**config.mk**
```make
export PLATFORM = sky130hd
export DESIGN_NAME = pfs_top
export DESIGN_NICKNAME = d
export VERILOG_FILES = /design/src/pfs_pkg.sv /design/src/pfs_top.sv /design/src/pfs_pad_cell.sv
export SDC_FILE = /design/constraint.sdc
export NUM_CORES = 1
export LEC_CHECK = 0
export ABC_CLOCK_PERIOD_IN_PS = 4200
export BUFFER_PORTS_ARGS = -buffer_cell sky130_fd_sc_hd__buf_4
export CORE_MARGIN = 2
export CORE_UTILIZATION = 62
export CTS_BUF_LIST = sky130_fd_sc_hd__clkbuf_8
export DETAILED_ROUTE_END_ITERATION = 12
export HOLD_SLACK_MARGIN = 0.12
export MAX_ROUTING_LAYER = met4
export PLACE_DENSITY = 0.89
export SLEW_MARGIN = 40
export SYNTH_ARGS = -nofsm -noshare
export SYNTH_HDL_FRONTEND = slang
export SYNTH_HIERARCHICAL = 1
export SYNTH_SLANG_ARGS = --single-unit
```
**constraint.sdc**
```tcl
create_clock -name clk_sys -period 4.2 [get_ports clk_sys]
set_clock_uncertainty 0.15 [all_clocks]
set_input_delay 0.42 -clock clk_sys [delete_from_list [all_inputs] [get_ports clk_sys]]
set_output_delay 0.42 -clock clk_sys [all_outputs]
set_load 0.02 [all_outputs]
```
**src/pfs_pkg.sv**
```systemverilog
package pfs_pkg;

   localparam int PFS_NPAD   = 24;
   localparam int PFS_NINSEL = 4;
   localparam int PFS_ADDR_W = 10;
   localparam int PFS_DATA_W = 32;
   localparam int PFS_SEL_W  = 5;
   localparam int PFS_NALT   = 4;

   // pad indices of the special pads
   localparam int PFS_PAD_TDI  = 0;
   localparam int PFS_PAD_TDO  = 1;
   localparam int PFS_PAD_TCK  = 2;
   localparam int PFS_PAD_TMS  = 3;
   localparam int PFS_PAD_TRC  = 4;
   localparam int PFS_PAD_MSG  = 16;
   localparam int PFS_PAD_TCLK = 17;
   localparam int PFS_PAD_GPO  = 18;
   localparam int PFS_NGPO     = 3;
   localparam int PFS_NTRC     = 12;
   localparam int PFS_NTRC_LO  = 8;

   // register map, byte addresses
   localparam logic [9:0] PFS_PCR_BASE   = 10'h000;
   localparam logic [9:0] PFS_DOUT_ADDR  = 10'h100;
   localparam logic [9:0] PFS_DIN_ADDR   = 10'h104;
   localparam logic [9:0] PFS_OWN_ADDR   = 10'h108;
   localparam logic [9:0] PFS_INSEL_BASE = 10'h140;

   // reset values
   localparam logic [7:0] PFS_PCR_RST   = 8'h00;
   localparam logic [3:0] PFS_OWN_RST   = 4'hf;
   localparam logic [4:0] PFS_INSEL_RST = 5'h00;

   // alt-function codes
   localparam logic [2:0] PFS_AF_ZERO  = 3'h0;
   localparam logic [2:0] PFS_AF_ONE   = 3'h1;
   localparam logic [2:0] PFS_AF_TWO   = 3'h2;
   localparam logic [2:0] PFS_AF_THREE = 3'h3;
   localparam logic [2:0] PFS_AF_FOUR  = 3'h4;

   typedef struct packed {
      logic       nmi1_sel;
      logic       nmi0_sel;
      logic       pull_up_enable;
      logic       output_buffer_enable;
      logic       input_buffer_enable;
      logic [2:0] alt_func_select;
   } pfs_pcr_t;

   typedef struct packed {
      logic data;
      logic oe;
   } pfs_drv_t;

   typedef struct packed {
      logic trace_clock_enable;
      logic pipeline_status_enable;
      logic full_port_mode;
   } pfs_dbg_t;

   typedef struct packed {
      logic [11:0] trace_data_out;
      logic        trace_msg_start_end;
      logic        trace_clock_out;
   } pfs_trace_t;

endpackage : pfs_pkg

```
**src/pfs_top.sv**
```systemverilog
`timescale 1ns/100ps
`default_nettype none
module pfs_top #(
   parameter int NPAD   = pfs_pkg::PFS_NPAD,
   parameter int NINSEL = pfs_pkg::PFS_NINSEL
) (
   input  wire logic                                  clk_sys,
   input  wire logic                                  rstn,
   input  wire logic [pfs_pkg::PFS_ADDR_W-1:0]        addr,
   input  wire logic [pfs_pkg::PFS_DATA_W-1:0]        wdata,
   input  wire logic                                  wr_en,
   input  wire logic                                  rd_en,
   output logic      [pfs_pkg::PFS_DATA_W-1:0]        rdata,
   input  wire logic [NPAD-1:0]                       pad_in,
   output logic      [NPAD-1:0]                       pad_out,
   output logic      [NPAD-1:0]                       pad_oe,
   output logic      [NPAD-1:0]                       pad_pu,
   input  wire pfs_pkg::pfs_drv_t [NPAD-1:0][3:0]     periph_drv,
   output logic      [NPAD-1:0]                       periph_pad_in,
   output logic      [NINSEL-1:0]                     insel_in,
   output logic      [1:0]                            nmi_in,
   input  wire logic                                  tap_tdo,
   input  wire logic                                  tap_tdo_oe,
   output logic                                       tap_tdi,
   output logic                                       tap_tck,
   output logic                                       tap_tms,
   input  wire pfs_pkg::pfs_dbg_t                     dbg_ctrl,
   input  wire pfs_pkg::pfs_trace_t                   trace,
   input  wire logic                                  selftest_en
);
   import pfs_pkg::*;

   localparam int DW = PFS_DATA_W;
   localparam int AW = PFS_ADDR_W;

   initial begin
      if (NPAD < PFS_PAD_GPO + PFS_NGPO || NPAD > DW) begin
         $error("pad count out of range");
      end
      if (NINSEL < 1 || NINSEL > 16) begin
         $error("input select count out of range");
      end
   end

   pfs_pcr_t              pcr_r [NPAD];
   logic [NPAD-1:0]       dout_r;
   logic [3:0]            own_r;
   logic [PFS_SEL_W-1:0]  insel_r [NINSEL];
   logic [NPAD-1:0]       in_s1_r;
   logic [NPAD-1:0]       in_s2_r;
   logic                  rst_phase_r;
   logic [DW-1:0]         rd_nxt;
   logic [NPAD-1:0]       cell_out;
   logic [NPAD-1:0]       cell_oe;
   logic [NPAD-1:0]       ibe_vec;
   logic [NPAD-1:0]       nmi0_vec;
   logic [NPAD-1:0]       nmi1_vec;
   logic [NPAD-1:0]       gpio_only;
   logic                  trc_lo_en;
   logic                  trc_hi_en;
   logic                  bist_drive;

   // pcr writes and per-pad mux cells
   genvar gi;
   generate
      for (gi = 0; gi < NPAD; gi++) begin : g_pad
         always_ff @(posedge clk_sys or negedge rstn) begin
            if (!rstn) begin
               pcr_r[gi] <= pfs_pcr_t'(PFS_PCR_RST);
            end else if (wr_en && addr == AW'(PFS_PCR_BASE + 4 * gi)) begin
               pcr_r[gi] <= pfs_pcr_t'(wdata[7:0]);
            end
         end

         assign ibe_vec[gi]   = pcr_r[gi].input_buffer_enable;
         assign nmi0_vec[gi]  = pcr_r[gi].nmi0_sel;
         assign nmi1_vec[gi]  = pcr_r[gi].nmi1_sel;
         assign gpio_only[gi] = (gi >= PFS_PAD_GPO) && (gi < PFS_PAD_GPO + PFS_NGPO);

         pfs_pad_cell u_cell (
            .cfg       (pcr_r[gi]),
            .gpio_only (gpio_only[gi]),
            .gpio_data (dout_r[gi]),
            .alt       (periph_drv[gi]),
            .out       (cell_out[gi]),
            .oe        (cell_oe[gi])
         );
      end

      for (gi = 0; gi < NINSEL; gi++) begin : g_insel
         always_ff @(posedge clk_sys or negedge rstn) begin
            if (!rstn) begin
               insel_r[gi] <= PFS_INSEL_RST;
            end else if (wr_en && addr == AW'(PFS_INSEL_BASE + 4 * gi)) begin
               insel_r[gi] <= wdata[PFS_SEL_W-1:0];
            end
         end

         always_comb begin
            insel_in[gi] = 1'b0;
            if (int'(insel_r[gi]) < NPAD) begin
               insel_in[gi] = periph_pad_in[insel_r[gi]];
            end
         end
      end
   endgenerate

   // gpio data out register
   always_ff @(posedge clk_sys or negedge rstn) begin
      if (!rstn) begin
         dout_r <= '0;
      end else if (wr_en && addr == PFS_DOUT_ADDR) begin
         dout_r <= wdata[NPAD-1:0];
      end
   end

   // test-port ownership, software clears to hand pads to gpio
   always_ff @(posedge clk_sys or negedge rstn) begin
      if (!rstn) begin
         own_r <= PFS_OWN_RST;
      end else if (wr_en && addr == PFS_OWN_ADDR) begin
         own_r <= wdata[3:0];
      end
   end

   // first cycle after reset release
   always_ff @(posedge clk_sys or negedge rstn) begin
      if (!rstn) begin
         rst_phase_r <= 1'b1;
      end else begin
         rst_phase_r <= 1'b0;
      end
   end

   // pad input synchroniser
   always_ff @(posedge clk_sys or negedge rstn) begin
      if (!rstn) begin
         in_s1_r <= '0;
         in_s2_r <= '0;
      end else begin
         in_s1_r <= pad_in;
         in_s2_r <= in_s1_r;
      end
   end

   // input fan-out, gated by input buffer enable only
   assign periph_pad_in = in_s2_r & ibe_vec;

   // nmi inputs take the pad whatever its function code
   assign nmi_in[0] = |(in_s2_r & nmi0_vec);
   assign nmi_in[1] = |(in_s2_r & nmi1_vec);

   // test-port inputs while owned
   assign tap_tdi = own_r[PFS_PAD_TDI] & in_s2_r[PFS_PAD_TDI];
   assign tap_tck = own_r[PFS_PAD_TCK] & in_s2_r[PFS_PAD_TCK];
   assign tap_tms = own_r[PFS_PAD_TMS] & in_s2_r[PFS_PAD_TMS];

   // debugger trace claim
   assign trc_lo_en = dbg_ctrl.trace_clock_enable | dbg_ctrl.pipeline_status_enable;
   assign trc_hi_en = (dbg_ctrl.trace_clock_enable & dbg_ctrl.full_port_mode)
                    | dbg_ctrl.pipeline_status_enable;

   // self-test indication while reset is applied
   assign bist_drive = selftest_en & ~rstn;

   // pad output arbitration
   always_comb begin
      for (int i = 0; i < NPAD; i++) begin
         pad_out[i] = cell_out[i];
         pad_oe[i]  = cell_oe[i];
         pad_pu[i]  = pcr_r[i].pull_up_enable;
         if (pcr_r[i].nmi0_sel || pcr_r[i].nmi1_sel) begin
            pad_out[i] = 1'b0;
            pad_oe[i]  = 1'b0;
         end
      end
      for (int i = 0; i < 4; i++) begin
         if (own_r[i]) begin
            pad_out[i] = 1'b0;
            pad_oe[i]  = 1'b0;
         end
      end
      if (own_r[PFS_PAD_TDO]) begin
         pad_out[PFS_PAD_TDO] = tap_tdo;
         pad_oe[PFS_PAD_TDO]  = tap_tdo_oe;
      end
      for (int i = 0; i < PFS_NTRC; i++) begin
         if ((i < PFS_NTRC_LO) ? trc_lo_en : trc_hi_en) begin
            pad_out[PFS_PAD_TRC + i] = trace.trace_data_out[i];
            pad_oe[PFS_PAD_TRC + i]  = 1'b1;
         end
      end
      if (trc_lo_en) begin
         pad_out[PFS_PAD_MSG]  = trace.trace_msg_start_end;
         pad_oe[PFS_PAD_MSG]   = 1'b1;
         pad_out[PFS_PAD_TCLK] = trace.trace_clock_out;
         pad_oe[PFS_PAD_TCLK]  = 1'b1;
      end
      if (bist_drive) begin
         pad_out[PFS_PAD_TRC] = 1'b1;
         pad_oe[PFS_PAD_TRC]  = 1'b1;
         pad_pu[PFS_PAD_TRC]  = 1'b0;
      end
   end

   // read data mux, unmapped reads return zero
   always_comb begin
      rd_nxt = '0;
      for (int i = 0; i < NPAD; i++) begin
         if (addr == AW'(PFS_PCR_BASE + 4 * i)) begin
            rd_nxt = DW'(pcr_r[i]);
         end
      end
      for (int i = 0; i < NINSEL; i++) begin
         if (addr == AW'(PFS_INSEL_BASE + 4 * i)) begin
            rd_nxt = DW'(insel_r[i]);
         end
      end
      if (addr == PFS_DOUT_ADDR) begin
         rd_nxt = DW'(dout_r);
      end
      if (addr == PFS_DIN_ADDR) begin
         rd_nxt = DW'(periph_pad_in);
      end
      if (addr == PFS_OWN_ADDR) begin
         rd_nxt = DW'(own_r);
      end
   end

   always_ff @(posedge clk_sys or negedge rstn) begin
      if (!rstn) begin
         rdata <= '0;
      end else if (rd_en) begin
         rdata <= rd_nxt;
      end else begin
         rdata <= '0;
      end
   end

   // checks on a plain general pad
   localparam int CK = PFS_PAD_GPO + PFS_NGPO;

   generate
      if (NPAD > CK) begin : g_chk
         alt_code_decode_a : assert property (@(posedge clk_sys) disable iff (!rstn)
            (pcr_r[CK].alt_func_select == 3'h2 && !pcr_r[CK].nmi0_sel
             && !pcr_r[CK].nmi1_sel)
            |-> (pad_oe[CK] == periph_drv[CK][1].oe && pad_out[CK] == periph_drv[CK][1].data))
            else $error("code 010 did not route the third function");

         unused_code_off_a : assert property (@(posedge clk_sys) disable iff (!rstn)
            (pcr_r[CK].alt_func_select > 3'h4) |-> !pad_oe[CK])
            else $error("unused code left the pad driven");

         input_gate_a : assert property (@(posedge clk_sys) disable iff (!rstn)
            (!pcr_r[CK].input_buffer_enable && $past(in_s1_r[CK])) |-> !periph_pad_in[CK])
            else $error("input passed with buffer disabled");

         nmi_prio_a : assert property (@(posedge clk_sys) disable iff (!rstn)
            (pcr_r[CK].nmi0_sel && $past(pad_in[CK], 2) && $past(rstn, 2))
            |-> (!pad_oe[CK] && nmi_in[0]))
            else $error("nmi pad not taken over");
      end
   endgenerate

   reset_gpio_a : assert property (@(posedge clk_sys) disable iff (!rstn)
      rst_phase_r |-> (pcr_r[0] == pfs_pcr_t'(PFS_PCR_RST) && pcr_r[PFS_PAD_GPO] ==
                       pfs_pcr_t'(PFS_PCR_RST) && !pad_oe[PFS_PAD_GPO]))
      else $error("pad not general i/o after reset");

   tap_own_a : assert property (@(posedge clk_sys) disable iff (!rstn)
      (rst_phase_r && tap_tdo_oe && !trc_lo_en)
      |-> (pad_oe[PFS_PAD_TDO] && pad_out[PFS_PAD_TDO] == tap_tdo))
      else $error("test port data out missing after reset");

   trace_lo_a : assert property (@(posedge clk_sys) disable iff (!rstn)
      (dbg_ctrl.trace_clock_enable || dbg_ctrl.pipeline_status_enable)
      |-> (pad_oe[PFS_PAD_TRC + 7] && pad_oe[PFS_PAD_MSG] && pad_oe[PFS_PAD_TCLK]
           && pad_out[PFS_PAD_TCLK] == trace.trace_clock_out))
      else $error("low trace outputs not enabled");

   trace_hi_a : assert property (@(posedge clk_sys) disable iff (!rstn)
      (dbg_ctrl.trace_clock_enable && !dbg_ctrl.full_port_mode
       && !dbg_ctrl.pipeline_status_enable && pcr_r[PFS_PAD_TRC + 8] ==
       pfs_pcr_t'(PFS_PCR_RST))
      |-> !pad_oe[PFS_PAD_TRC + 8])
      else $error("high trace outputs enabled without full port");

   // second nmi input on the last pad
   nmi1_prio_a : assert property (@(posedge clk_sys) disable iff (!rstn)
      (pcr_r[NPAD-1].nmi1_sel && $past(pad_in[NPAD-1], 2) && $past(rstn, 2))
      |-> (!pad_oe[NPAD-1] && nmi_in[1]))
      else $error("second nmi pad not taken over");

   // gpio-only pad never driven by a peripheral code
   gpio_only_off_a : assert property (@(posedge clk_sys) disable iff (!rstn)
      (pcr_r[PFS_PAD_GPO].alt_func_select != PFS_AF_ZERO
       && !pcr_r[PFS_PAD_GPO].nmi0_sel && !pcr_r[PFS_PAD_GPO].nmi1_sel)
      |-> !pad_oe[PFS_PAD_GPO])
      else $error("gpio-only pad driven by a peripheral code");

   // test-port data in follows its pad while owned
   tap_tdi_in_a : assert property (@(posedge clk_sys) disable iff (!rstn)
      (own_r[PFS_PAD_TDI] && $past(rstn, 2))
      |-> (tap_tdi == $past(pad_in[PFS_PAD_TDI], 2)))
      else $error("test port data in lost");

   // test-port mode select follows its pad while owned
   tap_tms_in_a : assert property (@(posedge clk_sys) disable iff (!rstn)
      (own_r[PFS_PAD_TMS] && $past(rstn, 2))
      |-> (tap_tms == $past(pad_in[PFS_PAD_TMS], 2)))
      else $error("test port mode select lost");

   // released test-port clock stays low
   tap_release_a : assert property (@(posedge clk_sys) disable iff (!rstn)
      !own_r[PFS_PAD_TCK] |-> !tap_tck)
      else $error("test port clock seen after release");

   // self-test pad not driven once reset is gone
   selftest_quiet_a : assert property (@(posedge clk_sys) disable iff (!rstn)
      (pcr_r[PFS_PAD_TRC] == pfs_pcr_t'(PFS_PCR_RST) && !trc_lo_en)
      |-> !pad_oe[PFS_PAD_TRC])
      else $error("self-test pad driven outside reset");

   // read data only in the cycle after a read strobe
   rd_idle_zero_a : assert property (@(posedge clk_sys) disable iff (!rstn)
      !$past(rd_en) |-> (rdata == '0))
      else $error("read data outside its cycle");

endmodule : pfs_top
`default_nettype wire

```
**src/pfs_pad_cell.sv**
```systemverilog
`timescale 1ns/100ps
`default_nettype none
module pfs_pad_cell
   import pfs_pkg::*;
(
   input  wire pfs_pkg::pfs_pcr_t      cfg,
   input  wire logic                   gpio_only,
   input  wire logic                   gpio_data,
   input  wire pfs_pkg::pfs_drv_t [3:0] alt,
   output logic                        out,
   output logic                        oe
);
   logic [1:0] alt_idx;

   assign alt_idx = 2'(cfg.alt_func_select - PFS_AF_ONE);

   always_comb begin
      out = 1'b0;
      oe  = 1'b0;
      case (cfg.alt_func_select)
         PFS_AF_ZERO: begin
            out = gpio_data;
            oe  = cfg.output_buffer_enable;
         end
         PFS_AF_ONE, PFS_AF_TWO, PFS_AF_THREE, PFS_AF_FOUR: begin
            if (!gpio_only) begin
               out = alt[alt_idx].data;
               oe  = alt[alt_idx].oe;
            end
         end
         default: begin
            out = 1'b0;
            oe  = 1'b0;
         end
      endcase
   end
endmodule : pfs_pad_cell
`default_nettype wire

```
==> out/qor_table.md <==
| Metric | Value | Unit |
|:---|:---|:---|
| Share of the yosys chip area belonging to registers | 0.3935 | - |
| Maximum number of buffers from clock root to sink | 3 | - |
| Busiest layer in global routing | met2 | - |
| Cell row count | 65 | - |
| Pin count of the biggest net entering global routing | 152 | - |
| Clock network latency to the later pin of the worst-skew pair | 0.63 | ns |
| Most common cell after layout, fill and taps aside | buf_4 | - |
| DIE WIDTH | 182.9 | um |
| Run status | finished, final reports clean | - |
| Delay of the slowest cell on the worst path | 0.61 | ns |
| Final layout net count | 2564 | - |
| Peak supply drop | 0.2970 | mV |
| Synth Area in Simple Gates | 0.1256 | - |
| Max-slew violation count | 0 | - |
| Family with the most delay on the worst path | multiplexers | - |
| Max-cap violations | 0 | - |
| Primary flip-flop cell chosen by synthesis mapping | dfrtp_1 | - |
| Arrival time reported for the critical path endpoint | 3.20 | ns |
| Area of the multi-input gates | 11260 | um2 |
| Initial DRT Pass Iterations | 7 | - |
| Highest-count cells in the layout ignoring fill and taps | buf_4, dfrtp_1, mux2_2 | - |
| Share of layout cells above drive strength 1 | 0.3683 | - |
| Slew at the pin with the worst max-slew slack | 0.8648 | ns |
| Met3 GRT Util | 0.2297 | - |
| Required time worst endpoint | 3.63 | ns |
| Hold WC Path Type | input port to asynchronous set/reset pin | - |
| Total of warnings raised by yosys | 6 | - |
| Crit path capture type | primary output | - |
| Adder-cell area share of the yosys netlist | 0.07563 | - |
| Number of buffers and inverters on the critical path | 1 | - |
| Dominant combinational cell family by area after synthesis | multiplexers | - |
| Share of the clock period used by the worst path | 0.8975 | - |
| Area growth from synthesis to layout | 24.57 | % |
| Via count of the routed design | 19.24k | - |
| Crit path cell chain | nand2_1 > mux4_2 > mux4_2 > o21ai_0 > buf_4 | - |
| Number of cells produced by synthesis | 1712 | - |
| Achievable frequency | 265.3 | MHz |
| Share of the synthesized netlist area taken by xor and xnor gates | 0 | - |
| GRT Util Overall | 0.5556 | - |
| Overflow left after global routing | 0 | - |
| Count of flip-flops with a built-in enable after synthesis | 0 | - |
| Top-Level Pins | 419 | - |
| Final instance count without filler cells | 2620 | - |
| Final antenna-violating net count | 0 | - |
| Number of filler instances in the final layout | 1701 | - |
| Static power due to leakage | 12.48 | nW |
| Placed inst area | 23200 | um2 |
| Min Hold Slack | 0.1576 | ns |
| End-of-flow core utilization | 0.7837 | - |
| Pwr dens | 274.9 | nW/um2 |
| Vertical die dimension | 182.9 | um |
| First-pass GRT wire length | 130.4 | mm |
| Clock tree from TritonCTS | yes | - |
| Number of flip-flops and latches in the synthesized netlist | 312 | - |
| Worst setup startpoint | in_s2_r[7] | - |
| Routed wire per std cell | 34.36 | um |
| Initial antenna violation count | 15 | - |
| Die footprint | 33470 | um2 |
| Global placer's final weighted congestion | 1.031 | - |
| Synth cell types | 78 | - |
| Clock period minus worst slack | 3.769 | ns |
| Residual DRC count | 0 | - |
| Setup fix buffers added after clock tree synthesis | 0 | - |
| CTS HTree Levels | 2 | - |
| Met1 global-route usage | 0.6193 | - |
| Slew margin rel. | 0.4190 | - |
| Number of hold violations in the final report | 0 | - |
| Category of the worst setup path launch point | register | - |
| Average vias per placed instance | 7.342 | - |
| Register clock-pin slew on the reported worst setup and hold paths | 0.08 | ns |
| Clock Sinks | 312 | - |
| Cts-stage hold buffer count | 42 | - |
| Worst setup path class | register to primary output | - |
| Setup slack at placement | 0.8754 | ns |
| Number of gates resized after cts | 0 | - |
| Post-synthesis average cell area | 11.60 | um2 |
| Asr flop ratio synth | 1.000 | - |
| Area of the mapped netlist | 19850 | um2 |
| Final setup viols | 0 | - |
| Multiplexer area fraction after synthesis | 0.2387 | - |
| Port-buffer cells | 402 | - |
| Total routed wirelength | 90.03 | mm |
| Library cell used as clock root buffer | clkbuf_8 | - |
| Share of the synthesized area in compound gates (AO/OA/AOI/OAI) | 0.1192 | - |
| Standard cell core area | 31560 | um2 |
| Met2 track utilization from global routing | 0.8114 | - |
| Iteration-0 DRC Markers | 3009 | - |
| Overall power | 6.798 | mW |
| Worst-path fanout max | 6 | - |
| Worst Setup Slack, final | 0.4305 | ns |
| Initial Utilization | 0.6291 | - |
| Startpoint of the lowest-slack register-to-register path | ibe_vec[1] | - |
| Detailed Place HPWL | 57.62 | mm |
| Slowest stage cell, crit path | mux4_2 | - |
| Setup Total Neg Slack | 0 | ns |
| Placed Cells incl. Taps | 2468 | - |
| Area of all placed cells without fillers | 24730 | um2 |
| Setup repair after global routing missed its margin | false | - |
| Clock buffer count from CTS | 51 | - |
| Reg area | 7812 | um2 |
| Cell seen most often among critical-path stages | mux4_2 | - |
| Vias in the first global route | 19.81k | - |
cell type report:
class	count	area share
Multi-Input combinational cell	1222	0.4552
Sequential cell	312	0.3159
Timing Repair Buffer	476	0.1504
Clock buffer	64	0.03562
Tap cell	402	0.02034
Inverter	99	0.01503
Clock inverter	26	0.005565
Antenna cell	19	0.001923
kinds of logic after synthesis:
family,Yosys count
AND/OR/NAND/NOR,428
adder cells (fa/ha/maj),120
other,2
buffers and inverters,208
multiplexers,329
AO/OA/AOI/OAI,313
flip-flops,312
layer usage:
layer	share of wire	routed length (um)
met1	0.33	29730
met3	0.14	12690
met2	0.44	39510
met5	0	0
met4	0.090	8097
worst paths after layout:
path,endpoint,slack (ns),depth (start not counted)
worst max-delay path,insel_in[0],0.43,5
worst min-delay path,dout_r[16],0.16,2
worst max register to register,rdata[3],1.54,7
worst min register to register,in_s2_r[13],0.20,0
max in group asynchronous,pcr_r[148],2.47,4
min in group clk_sys,in_s2_r[13],0.20,0
power by group:
part / internal [mW] / total (mW) / switching (mW)
logic: 0.387 / 0.847 / 0.460
clock network: 1.43 / 2.79 / 1.36
registers: 3.06 / 3.16 / 0.102
cells in the mapped netlist, types with 33 or more instances:
| library cell | instances | area (um2) |
|---|---|---|
| and3b_1 | 48 | 420.4 |
| clkbuf_1 | 57 | 214.0 |
| dfrtp_1 | 308 | 7707 |
| mux4_1 | 48 | 1261 |
| nor2_1 | 83 | 311.6 |
| buf_4 | 33 | 247.7 |
| a22oi_1 | 42 | 315.3 |
| o21ai_0 | 50 | 250.2 |
| nand2_1 | 119 | 446.7 |
| ha_1 | 120 | 1501 |
| mux2_2 | 237 | 2669 |
| a41o_1 | 48 | 480.5 |
| inv_1 | 99 | 371.6 |
sequential cells by signal, indices dropped and copies added, names as in the netlist, 24 cells and up:
name      cells
pcr_r        97
dout_r       24
ibe_vec      24
in_s1_r      24
in_s2_r      24
nmi0_vec     24
nmi1_vec     24
rdata        24
worst register-to-register path: cells and delay by family (launching register included):
kind	cells	cell delay, ns
multiplexers	1	0.24
AND/OR/NAND/NOR	1	0.47
flip-flops	1	0.40
AO/OA/AOI/OAI	5	1.28
No activity file was read; power rests on OpenSTA's default activity.
